==> config.mk <==
export PLATFORM = sky130hd
export DESIGN_NAME = pgpc_top
export DESIGN_NICKNAME = d
export VERILOG_FILES = /design/src/rtl/pgpc_pkg.sv /design/src/rtl/pgpc_deb_if.sv /design/src/rtl/pgpc_debounce.sv /design/src/rtl/pgpc_top.sv
export VERILOG_INCLUDE_DIRS = /design/src /design/src/rtl
export SDC_FILE = /design/constraint.sdc
export NUM_CORES = 1
export LEC_CHECK = 0
export ABC_AREA = 1
export BUFFER_PORTS_ARGS = -buffer_cell sky130_fd_sc_hd__buf_4
export CORE_MARGIN = 5
export CORE_UTILIZATION = 35
export CTS_BUF_LIST = sky130_fd_sc_hd__clkbuf_8
export CTS_CLUSTER_SIZE = 20
export DETAILED_ROUTE_END_ITERATION = 8
export GPL_TIMING_DRIVEN = 0
export SLEW_MARGIN = 20
export SYNTH_ARGS = -nofsm -noshare
export SYNTH_HDL_FRONTEND = slang
export SYNTH_SLANG_ARGS = --single-unit
==> constraint.sdc <==
create_clock -name i_sys_clk -period 1.8 [get_ports i_sys_clk]
set_input_delay 0.36 -clock i_sys_clk [delete_from_list [all_inputs] [get_ports i_sys_clk]]
set_output_delay 0.36 -clock i_sys_clk [all_outputs]
set_load 0.02 [all_outputs]
==> src/rtl/pgpc_params.svh <==
// Constants for the general-purpose pin control block
`ifndef PGPC_PARAMS_SVH
`define PGPC_PARAMS_SVH

// Register map
`define PGPC_CFG_ADDR        8'h08
`define PGPC_ADDR_W          8
`define PGPC_DATA_W          8

// Field positions inside the pin configuration register
`define PGPC_BIT_DIR         0
`define PGPC_BIT_LEVEL       1
`define PGPC_BIT_STAGE       2
`define PGPC_BIT_DOUT        3
`define PGPC_BIT_FILT        4
`define PGPC_BIT_ALT         5

// Reset values
`define PGPC_RST_DIR         1'h1
`define PGPC_RST_DOUT        1'h0
`define PGPC_RST_STAGE       1'h0
`define PGPC_RST_FILT        1'h0
`define PGPC_RST_ALT         1'h0

// Timing
`define PGPC_CLK_HZ          20000000
`define PGPC_DEB_TIME_MS     30
`define PGPC_DEB_CYCLES      ((`PGPC_DEB_TIME_MS * `PGPC_CLK_HZ) / 1000)

`endif

==> src/rtl/pgpc_pkg.sv <==
// Types shared by the general-purpose pin control block
package pgpc_pkg;

  // Software-visible configuration fields
  typedef struct packed {
    logic alternate_function_enable;
    logic input_filter_enable;
    logic output_data;
    logic output_stage_type;
    logic direction;
  } pgpc_cfg_s;

  // Whole state of the top module
  typedef struct packed {
    pgpc_cfg_s  cfg;
    logic       alt_loaded;
    logic       sync1;
    logic       sync2;
    logic       pin_out;
    logic       pin_oe_n;
    logic       pin_level;
    logic [7:0] rdata;
    logic       rvalid;
  } pgpc_state_s;

endpackage

==> src/rtl/pgpc_deb_if.sv <==
// Link between the pin controller and its input filter
`timescale 1ns/10ps
interface pgpc_deb_if;
  logic raw;
  logic en;
  logic filt;

  modport filter (input raw, input en, output filt);
  modport user   (output raw, output en, input filt);
endinterface

==> src/rtl/pgpc_debounce.sv <==
// Input filter: level must be stable for a full window before it passes
`timescale 1ns/10ps
module pgpc_debounce
  import pgpc_pkg::*;
#(
  parameter int CYCLES = 600000
) (
  input  wire logic    i_sys_clk,
  input  wire logic    i_rstn,
  pgpc_deb_if.filter   deb
);

  localparam int CW = $clog2(CYCLES + 1);
  localparam logic [CW-1:0] LAST = CW'(CYCLES - 1);

  typedef struct packed {
    logic [CW-1:0] cnt;
    logic          lvl;
  } pgpc_deb_state_s;

  pgpc_deb_state_s st_r;
  pgpc_deb_state_s st_nxt;

  // Next state: pass through when off, else wait for a stable window
  always_comb begin
    st_nxt = st_r;
    if (!deb.en) begin
      st_nxt.lvl = deb.raw;
      st_nxt.cnt = '0;
    end else if (deb.raw == st_r.lvl) begin
      st_nxt.cnt = '0;                      // Bounce restarts the window
    end else if (st_r.cnt == LAST) begin
      st_nxt.lvl = deb.raw;
      st_nxt.cnt = '0;
    end else begin
      st_nxt.cnt = st_r.cnt + CW'(1);
    end
  end

  // State register
  always_ff @(posedge i_sys_clk or negedge i_rstn) begin
    if (!i_rstn) begin
      st_r <= '0;
    end else begin
      st_r <= st_nxt;
    end
  end

  assign deb.filt = st_r.lvl;
endmodule

==> src/rtl/pgpc_top.sv <==
// General-purpose pin controller with its configuration register
`timescale 1ns/10ps
`include "pgpc_params.svh"

module pgpc_top
  import pgpc_pkg::*;
#(
  parameter int DEB_CYCLES = `PGPC_DEB_CYCLES
) (
  input  wire logic                     i_sys_clk,
  input  wire logic                     i_rstn,
  input  wire logic                     i_reg_wr,
  input  wire logic                     i_reg_rd,
  input  wire logic [`PGPC_ADDR_W-1:0]  i_reg_addr,
  input  wire logic [`PGPC_DATA_W-1:0]  i_reg_wdata,
  input  wire logic                     i_alt_strap,
  input  wire logic                     i_alt_out,
  input  wire logic                     i_alt_oe_n,
  input  wire logic                     i_pin,
  output logic [`PGPC_DATA_W-1:0]       o_reg_rdata,
  output logic                          o_reg_rvalid,
  output logic                          o_pin_out,
  output logic                          o_pin_oe_n,
  output logic                          o_pin_level
);

  pgpc_state_s st_r;
  pgpc_state_s st_nxt;
  logic        hit_wr;
  logic        hit_rd;
  logic        level_sample;

  pgpc_deb_if deb ();

  // Input filter on the synchronised pin level
  pgpc_debounce #(
    .CYCLES (DEB_CYCLES)
  ) u_deb (
    .i_sys_clk (i_sys_clk),
    .i_rstn    (i_rstn),
    .deb       (deb)
  );

  assign deb.raw = st_r.sync2;
  assign deb.en  = st_r.cfg.input_filter_enable;

  // Address decode of the configuration register
  assign hit_wr = i_reg_wr && (i_reg_addr == `PGPC_CFG_ADDR);
  assign hit_rd = i_reg_rd && (i_reg_addr == `PGPC_CFG_ADDR);

  // Level seen by software and by the alternate function
  assign level_sample = st_r.cfg.input_filter_enable ? deb.filt : st_r.sync2;

  // Register image with reserved bits reading as zero
  function automatic logic [7:0] cfg_image(input pgpc_cfg_s c, input logic lvl);
    logic [7:0] v;
    v = 8'h00;
    v[`PGPC_BIT_DIR]   = c.direction;
    v[`PGPC_BIT_LEVEL] = lvl;
    v[`PGPC_BIT_STAGE] = c.output_stage_type;
    v[`PGPC_BIT_DOUT]  = c.output_data;
    v[`PGPC_BIT_FILT]  = c.input_filter_enable;
    v[`PGPC_BIT_ALT]   = c.alternate_function_enable;
    return v;
  endfunction

  // Next state of the whole block
  always_comb begin
    st_nxt = st_r;
    st_nxt.rvalid = 1'b0;
    // Two-stage synchroniser for the pin
    st_nxt.sync1 = i_pin;
    st_nxt.sync2 = st_r.sync1;
    // Factory alternate setting caught once after reset release
    if (!st_r.alt_loaded) begin
      st_nxt.cfg.alternate_function_enable = i_alt_strap;
      st_nxt.alt_loaded = 1'b1;
    end
    // Software write; level bit is read-only, bits 7:6 are dropped
    if (hit_wr) begin
      st_nxt.cfg.direction                 = i_reg_wdata[`PGPC_BIT_DIR];
      st_nxt.cfg.output_stage_type         = i_reg_wdata[`PGPC_BIT_STAGE];
      st_nxt.cfg.output_data               = i_reg_wdata[`PGPC_BIT_DOUT];
      st_nxt.cfg.input_filter_enable       = i_reg_wdata[`PGPC_BIT_FILT];
      st_nxt.cfg.alternate_function_enable = i_reg_wdata[`PGPC_BIT_ALT];
    end
    // Read answer, unmapped address reads zero
    if (i_reg_rd) begin
      st_nxt.rvalid = 1'b1;
      st_nxt.rdata  = hit_rd ? cfg_image(st_r.cfg, level_sample) : 8'h00;
    end
    // Pin driver
    if (st_r.cfg.alternate_function_enable) begin
      st_nxt.pin_out  = i_alt_out;
      st_nxt.pin_oe_n = i_alt_oe_n;
    end else if (st_r.cfg.direction) begin
      st_nxt.pin_out  = 1'b0;
      st_nxt.pin_oe_n = 1'b1;
    end else if (!st_r.cfg.output_data) begin
      st_nxt.pin_out  = 1'b0;
      st_nxt.pin_oe_n = 1'b0;
    end else begin
      st_nxt.pin_out  = st_r.cfg.output_stage_type;
      st_nxt.pin_oe_n = !st_r.cfg.output_stage_type;
    end
    st_nxt.pin_level = level_sample;
  end

  // State register with documented reset configuration
  always_ff @(posedge i_sys_clk or negedge i_rstn) begin
    if (!i_rstn) begin
      st_r                               <= '0;
      st_r.cfg.direction                 <= `PGPC_RST_DIR;
      st_r.cfg.output_data               <= `PGPC_RST_DOUT;
      st_r.cfg.output_stage_type         <= `PGPC_RST_STAGE;
      st_r.cfg.input_filter_enable       <= `PGPC_RST_FILT;
      st_r.cfg.alternate_function_enable <= `PGPC_RST_ALT;
      st_r.pin_oe_n                      <= 1'b1;
    end else begin
      st_r <= st_nxt;
    end
  end

  // Outputs straight from the state register
  assign o_reg_rdata  = st_r.rdata;
  assign o_reg_rvalid = st_r.rvalid;
  assign o_pin_out    = st_r.pin_out;
  assign o_pin_oe_n   = st_r.pin_oe_n;
  assign o_pin_level  = st_r.pin_level;
endmodule

==> reports/results.ini, run 1 <==
[pwr]
power_density_mw_per_mm2 = 808.7
p_leak_uw = 0.001123
irDropWorstVdd_uv = 445.6

[die]
die_w_um = 85.30
start_util_pct = 36.04
die-area_mm2 = 0.007275
die_y_um = 85.30
io-pin-count = 36
rows = 27
core_region_area_mm2 = 0.005507

[clock_tree]
cts_sinks = 39
cts_tree = done
cts_resized = 0
clkSlewWorstSetupHoldPaths_ns = 0.09
clk_latency_ns = 0.29
hold_buffers = 0
numCtsBuffers = 5
post_cts_buffers = 0
clk_path_buf_depth = 2
cts_root_buffer = clkbuf_8
h-tree-depth = 2

[drt]
drc = 0
via_count = 1527
drt_first_pass_iters = 4
drtIter0Drc = 78
via_per_inst = 4.375
met2_length_um = 1966
wire_per_inst_um = 11.49
highest_layer = met4
dr_wl_met3_um = 206
antenna_left = 0
drt_wl_total_um = 4009
m1WireLength_um = 1793

[setup_path]
crit_arrival_ns = 1.79
path_buf_inv = 1
critPathMaxStageDelay_ns = 0.42
worst_path_max_delay_cell = dfrtp_1
path_max_fanout = 10
crit_family = simple AND/OR/NAND/NOR gates
cp_cell_sequence = ha_1 > nand2_2 > nor2_4 > nand2_4 > nor2_2 > nand2_2 > nand3_4 > buf_6 > nor2_1
crit_path_start_kind = flip-flop
worst_path_most_repeated_cell = nand2_2
worstSetupEndpointType = flip-flop
path_class = flip-flop to flip-flop
crit_required_ns = 1.97

[synth]
async_reset_ff_share_pct = 100.0
yosysUniqueCellTypes = 27
synth_top_flop_cell = dfrtp_1
synth_area_per_cell_um2 = 8.338
synth-seq-cells = 39
synth_edf_count = 0
yosysTopAreaCell = dfrtp_1
yosysWarnings = 0
synth.area.top_cells = dfrtp_1, nand2_1, nor2_1, inv_1, nor2_2
synth_top_area_share_pct = 46.66
syn_area_mm2 = 0.001984
ys_seq_area_share_pct = 49.31
synthCells = 238

[grt]
grt_max_degree = 40
antenna_found_initial = 0
globalRoute.totalOverflow = 0
grt_pass1_wl_um = 7120
grt_pass1_vias = 1593
grt_usage_pct = 12.10

[timing]
period_minus_slack_ns = 1.617
setup_viol_count_final = 0
maxSlewViolCount = 0
fmax_ghz = 0.6183
finalSetupTns_ns = 0
finalClockSkew_ns = 0.01474
grt_setup_unrepaired = false
fin_crit_sh_pct = 89.85
hold_viol = 0

[place]
place_inst = 341
io_buffers = 30
routabilityCongestion = 0.8848
dpl.hpwl_um = 2982

[cells_and_area]
syn_to_final_growth_pct = 20.43
drive_gt1_share_pct = 24.91
fin_nets = 301
utilization_pct = 43.40
num_antenna_cells = 0
final_cell_count_no_fill = 349

[flow_run]
drv_cap = 0

[run_status]
outcome = finished clean

[hold_path]
hold_class = input port to asynchronous set/reset pin

path summary, 6_finish.rpt:
check	from	to	slack (ns)	depth (start not counted)
hold / removal	i_rstn	u_deb.st_r[16]$_DFF_PN0_	0.03	1
max in group asynchronous	i_rstn	st_r[15]$_DFFE_PN1P_	1.41	1
setup / recovery	u_deb.st_r[1]$_DFF_PN0_	u_deb.st_r[11]$_DFF_PN0_	0.18	9
hold reg to reg	st_nxt[12]$_DFF_PN0_	deb.raw$_DFF_PN0_	0.35	0
min in group i_sys_clk	i_pin	st_nxt[12]$_DFF_PN0_	0.16	1
setup reg to reg	u_deb.st_r[1]$_DFF_PN0_	u_deb.st_r[11]$_DFF_PN0_	0.18	9
metrics by stage:
step	worst slack [ns]	power, uW	cell area, um^2	hold WS [ns]
3_3_place_gp	0.2291	1359	2303	0.3321
6_report	0.1827	1933	2390	0.02955
4_1_cts	0.1583	1961	2390	0.04424
5_1_grt	0.01668	2044	2390	0.06961
2_1_floorplan	0.3840	1242	1988	0.06441
3_5_place_dp	0.1919	1368	2303	0.3347
cell usage in the layout, fill, tap and decap left out, drive strengths merged:
master  instances
nor2           56
nand2          53
buf            41
dfrtp          37
inv            28
nand3          13
xor2            8
a21oi           6
clkbuf          6
nand4           5
o22ai           5
o21bai          4
o21ai           3
conb            3
xnor2           2
dfstp           2
clkinv          2
a32o            1
nand3b          1
ha              1
state kept, by name, indices dropped and copies added (netlist names):
signal,count
st_r,5
o_reg_rvalid,1
st_nxt,1
o_pin_oe_n,1
u_deb.deb.filt,1
deb.en,1
o_pin_level,1
deb.raw,1
o_reg_rdata,6
o_pin_out,1
u_deb.st_r,20
Yosys cell counts (3+ instances only):
cell type and count:
buf_4 8, nand3_1 12, xor2_1 8, dfrtp_1 37, inv_1 27, o22ai_1 5, nand4_1 5, o21ai_0 3
nor2_2 13, o21bai_1 4, nand2_1 49, nand2_2 3, nor2_1 42, a21oi_1 6
area by class of cell:
| type | count | area, um^2 |
|---|---|---|
| Clock buffer | 5 | 68.82 |
| Fill cell | 579 | 3117 |
| Tap cell | 72 | 90.09 |
| Inverter | 27 | 101.3 |
| Multi-Input combinational cell | 161 | 808.3 |
| Timing Repair Buffer | 30 | 225.2 |
| Buffer | 12 | 100.1 |
| Clock inverter | 3 | 17.52 |
| Sequential cell | 39 | 978.4 |
layer usage:
metal  GRT usage, %  vias to the layer above
met1          14.23                      691
met5              0                        -
met3          3.883                        5
li1               -                      801
met4          4.748                        0
met2          20.41                       30
where the power goes:
part           leakage (uW)  switching [uW]  internal (uW)
Clock             0.0000493             324            268
Sequential         0.000505            42.3            933
Combinational      0.000568             198            167
logic make-up after synthesis:
family / count (synthesis) / synth area share [%]
compound gates: 19 / 5.864
xor+xnor: 10 / 4.414
fa+ha+maj: 1 / 0.6304
buf+inv: 39 / 10.15
flops: 39 / 49.31
other cells: 2 / 0.3785
simple gates: 128 / 29.26
(Power assumes the default switching activity.)
==> run 2: changes to the inputs <==
- REMOVE_ABC_BUFFERS: default -> 1
- SYNTH_HIERARCHICAL: default -> 1
==> reports/results.ini, run 2 <==
[pwr]
p_sw_uw = 407.5
seqPwrFrac_pct = 51.6
clock_power_share_pct = 40.9
power_density_mw_per_mm2 = 725.5
p_leak_uw = 0.001175
p_int_uw = 1355
p_comb_share_pct = 7.5
irDropWorstVdd_uv = 314.1
p_sw_share_pct = 23.11

[grt]
grt_pass1_wl_um = 7652
grt_usage_pct = 12.73
grt_max_degree = 40
antenna_found_initial = 0
grt_pass1_vias = 1719
globalRoute.totalOverflow = 0

[synth]
synthCells = 268
synth_top_flop_cell = dfrtp_1
yosysTopAreaCell = dfrtp_1
synth_area_per_cell_um2 = 7.745
synth.area.top_cells = dfrtp_1, nand2_1, nor2_1, nand3_1, inv_1
async_reset_ff_share_pct = 100.0
synth_common_cells = nand2_1, nor2_1, dfrtp_1, inv_1, nand3_1
synth.most_common_cell = nand2_1
yosysUniqueCellTypes = 23
synth_edf_count = 0
yosysWarnings = 6
ys_seq_area_share_pct = 47.14
syn_area_mm2 = 0.002076
synth-seq-cells = 39
synth_top_area_share_pct = 44.61

[timing]
fin_crit_sh_pct = 88.36
grt_setup_unrepaired = false
maxSlewViolCount = 0
setup_viol_count_final = 0
fmax_ghz = 0.6288
finalSetupTns_ns = 0
hold_viol = 0
finalClockSkew_ns = 0.005712
period_minus_slack_ns = 1.590

[place]
io_buffers = 30
routabilityCongestion = 0.8390
dpl.hpwl_um = 3047
place_inst = 364

[setup_path]
worstRegToRegCells = 6
path_class = flip-flop to flip-flop
timing.rr.end = u_deb/st_r[19]$_DFF_PN0_
crit_arrival_ns = 1.77
crit_path_start_kind = flip-flop
worstSetupEndpointType = flip-flop
reg2reg_from = u_deb/st_r[1]$_DFF_PN0_
r2r_slack_ns = 0.21
path_max_fanout = 20
crit_required_ns = 1.98

[drt]
antenna_left = 0
via_count = 1662
dr_wl_met3_um = 223
m1WireLength_um = 1891
drc = 0
highest_layer = met4
via_per_inst = 4.480
drt_first_pass_iters = 4
met2_length_um = 1922
drtIter0Drc = 93
drt_wl_total_um = 4104
wire_per_inst_um = 11.06

[run_status]
outcome = finished clean

[cells_and_area]
num_antenna_cells = 0
syn_to_final_growth_pct = 17.06
largest_register_ffs = 20
final_cell_mix = nand2_1, nor2_1, dfrtp_1
fin_nets = 321
regMostFlops = u_deb/st_r
drive_gt1_share_pct = 19.59
final_cell_count_no_fill = 371
final_common_cell = nand2_1

[die]
die_y_um = 87.01
core_region_area_mm2 = 0.005851
die_w_um = 87.01
die-area_mm2 = 0.007571
io-pin-count = 36
start_util_pct = 35.48
rows = 28

[clock_tree]
cts_resized = 0
clk_path_buf_depth = 2
cts_tree = done
hold_buffers = 0
h-tree-depth = 2
numCtsBuffers = 5
post_cts_buffers = 0
clkSlewWorstSetupHoldPaths_ns = 0.08
clk_latency_ns = 0.29
cts_sinks = 39
cts_root_buffer = clkbuf_8

[hold_path]
hold_class = input port to asynchronous set/reset pin

[flow_run]
drv_cap = 0

run 2: cell types whose count changed after synthesis, moves of 4 or more:
cell,previous run,this run
a21oi_1,6,2
nand4_1,5,0
nand2_1,49,73
nor2_1,42,47
nand3_1,12,29
nor2_2,13,7
o21bai_1,4,0
o22ai_1,5,0
run 2: power groups by stage:
| stage | clock network [uW] | registers [uW] | logic (uW) |
|---|---|---|---|
| 2_1_floorplan | 0 | 934 | 44.4 |
| 3_3_place_gp | 0 | 927 | 132 |
| 4_1_cts | 749 | 910 | 134 |
| 3_5_place_dp | 0 | 927 | 134 |
| 5_1_grt | 795 | 913 | 149 |
| 6_report | 722 | 910 | 131 |
run 2: kinds of logic after synthesis:
| group | share of synthesized area (%) |
|---|---|
| compound gates | 1.205 |
| xor+xnor | 4.642 |
| fa+ha+maj | 0.6027 |
| buf+inv | 9.584 |
| flops | 47.14 |
| other cells | 0.3618 |
| simple gates | 36.47 |
run 2: final cells by class:
class	count	area [um^2]
tap	75	93.84
sequential	39	978.4
multi-input combinational	189	909.6
clock buffer	5	68.82
clock inverter	2	37.54
timing repair buffer	30	225.2
fill	598	3421
inverter	31	116.4
run 2: worst max path at each step:
stage	slack (ns)	depth (start not counted)	startpoint	endpoint
6_report	0.21	6	u_deb/st_r[1]$_DFF_PN0_	u_deb/st_r[19]$_DFF_PN0_
5_1_grt	0.05	6	u_deb/st_r[1]$_DFF_PN0_	u_deb/st_r[19]$_DFF_PN0_
4_1_cts	0.07	6	u_deb/st_r[1]$_DFF_PN0_	u_deb/st_r[19]$_DFF_PN0_
3_5_place_dp	0.07	6	u_deb/st_r[1]$_DFF_PN0_	u_deb/st_r[19]$_DFF_PN0_
3_3_place_gp	0.09	6	u_deb/st_r[1]$_DFF_PN0_	u_deb/st_r[19]$_DFF_PN0_
2_1_floorplan	0.38	6	u_deb/st_r[1]$_DFF_PN0_	u_deb/st_r[19]$_DFF_PN0_
run 2: per-stage QoR:
stage	setup slack [ns]	area [um^2]	utilization, %	hold WS, ns	total power, uW
final	0.2096	2430	41.53	0.03054	1763
after global placement	0.08518	2316	39.59	0.3315	1059
after global routing	0.05075	2430	41.53	0.06354	1858
after floorplan	0.3757	1997	-	0.06441	978.1
after CTS	0.06676	2422	41.40	0.04244	1793
after detailed placement	0.06887	2316	39.59	0.3356	1061
run 2: layer usage:
layer  vias to the layer above  track usage (%)
li1                        858                -
met1                       754            16.00
met2                        44            20.70
met3                         6            3.784
met4                         0            4.533
met5                         -                0
run 2: critical path: stages (launching register included):
cell and delay [ns]:
dfrtp_1 0.37, ha_1 0.28, nand3_1 0.16, nor2_2 0.19
nand3_2 0.17, nand3_4 0.23, nor2_1 0.08
==> run 3: changes to the inputs <==
- CORE_UTILIZATION: 35 -> 50
- CTS_CLUSTER_DIAMETER: default -> 40
- PLACE_DENSITY: default -> 0.72
- REMOVE_ABC_BUFFERS: 1 -> default
==> reports/results.ini, run 3 (synthesized netlist as in run 2, its figures left out) <==
[cells_and_area]
num_antenna_cells = 0
seq_area_um2 = 978.4
drive_gt1_share_pct = 22.48
nFillCells = 372
final_common_cell = nand2_1
regMostFlops = u_deb/st_r
syn_to_final_growth_pct = 20.61
fin_nets = 331
final_cell_mix = nand2_1, nor2_1, buf_4
largest_register_ffs = 20
multi_input_area_um2 = 902.1

[clock_tree]
h-tree-depth = 2
cts_tree = done
numCtsBuffers = 5
clk_path_buf_depth = 2
post_cts_buffers = 0
cts_sinks = 39
clkSlewWorstSetupHoldPaths_ns = 0.09
cts_root_buffer = clkbuf_8
hold_buffers = 0
cts_resized = 0
clk_latency_ns = 0.29

[setup_path]
worst_path_most_repeated_cell = nand3_2
critPathMaxStageDelay_ns = 0.37
crit_path_start_kind = flip-flop
crit_required_ns = 1.97
path_class = flip-flop to flip-flop
path_buf_inv = 1
crit_family = simple AND/OR/NAND/NOR gates
path_max_fanout = 10
worstSetupEndpointType = flip-flop
crit_arrival_ns = 1.71
worst_path_max_delay_cell = dfrtp_1
cp_cell_sequence = ha_1 > nand3_1 > nor2_2 > nand3_2 > nand3_2 > buf_6 > nor2_1

[place]
io_buffers = 30
routabilityCongestion = 0.8588
place_ws_ns = 0.2573
dpl.hpwl_um = 2924

[die]
die_w_um = 74.43
start_util_pct = 51.89
die-area_mm2 = 0.005540
io-pin-count = 36
die_y_um = 74.43
core_region_area_mm2 = 0.004000
rows = 23

[timing]
setup_viol_count_final = 0
fmax_ghz = 0.6519
timing.final.ws_setup_ns = 0.2661
grt_setup_unrepaired = false
finalClockSkew_ns = 0.009618
hold_viol = 0
maxSlewViolCount = 0
finalSetupTns_ns = 0
period_minus_slack_ns = 1.534
fin_crit_sh_pct = 85.22

[pwr]
power_density_mw_per_mm2 = 766.6
p_leak_uw = 0.001245
irDropWorstVdd_uv = 580.5

[drt]
antenna_left = 0
drt_wl_total_um = 3840
drt_first_pass_iters = 4
drc = 0
via_per_inst = 4.661
wire_per_inst_um = 10.76
via_count = 1664
drtIter0Drc = 130

[hold_path]
hold_class = input port to asynchronous set/reset pin

[grt]
grt_max_degree = 40
grt_pass1_wl_um = 6817
grt_usage_pct = 15.93
grt_pass1_vias = 1639
antenna_found_initial = 0
globalRoute.totalOverflow = 0

[run_status]
outcome = finished clean

[flow_run]
drv_cap = 0

[run 3: final timing paths]
kind | slack [ns] | end | cells after the start | from
max in group asynchronous | 1.41 | st_r[15]$_DFFE_PN1P_ | 1 | i_rstn
worst min-delay path | 0.02 | u_deb/st_r[7]$_DFF_PN0_ | 1 | i_rstn
worst max-delay path | 0.27 | u_deb/st_r[3]$_DFF_PN0_ | 7 | u_deb/st_r[1]$_DFF_PN0_
min in group i_sys_clk | 0.18 | st_nxt[12]$_DFF_PN0_ | 1 | i_pin
worst max register to register | 0.27 | u_deb/st_r[3]$_DFF_PN0_ | 7 | u_deb/st_r[1]$_DFF_PN0_
worst min register to register | 0.36 | deb.raw$_DFF_PN0_ | 0 | st_nxt[12]$_DFF_PN0_
[run 3: metal layers]
metal / wire (um) / up-vias / track usage, %
met5: 0 / - / 0
met4: 24 / 0 / 4.545
met3: 183 / 2 / 4.865
met2: 1869 / 31 / 27.41
met1: 1763 / 751 / 19.26
li1: - / 880 / -
[run 3: metrics by stage]
| step | cell area (um^2) | total power [uW] | hold WS [ns] | utilization [%] | std cells |
|---|---|---|---|---|---|
| finish | 2504 | 1919 | 0.01910 | 62.59 | 357 |
| global route | 2504 | 1996 | 0.05887 | 62.59 | 357 |
| CTS | 2504 | 1940 | 0.03753 | 62.59 | 357 |
| detailed placement | 2367 | 1066 | 0.3389 | 59.18 | 349 |
| global placement | 2367 | 1064 | 0.3320 | 59.18 | 349 |
| floorplan | 2079 | 984.5 | 0.06441 | - | 269 |
[run 3: area by class of cell]
class / count / share of cell area (%)
flip-flops and latches: 39 / 39.08
clock buffers: 5 / 2.749
repair buffers: 30 / 8.996
clock inverters: 3 / 2.699
well taps: 50 / 2.499
inverters: 31 / 4.648
plain buffers: 10 / 3.298
multi-input cells: 189 / 36.03
[run 3: where the power goes]
part | leakage (uW) | switching, uW | total [uW] | internal (uW)
Sequential | 0.000519 | 13.9 | 910 | 896
Clock | 0.0000644 | 321 | 874 | 553
Combinational | 0.000661 | 76.0 | 135 | 58.7
Total | 0.00124 | 411 | 1920 | 1510
[run 3: worst reg2reg max path: stages, from the launching register on]
cell,delay [ns]
dfrtp_1,0.37
ha_1,0.26
nand3_1,0.15
nor2_2,0.19
nand3_2,0.15
nand3_2,0.11
buf_6,0.15
nor2_1,0.05
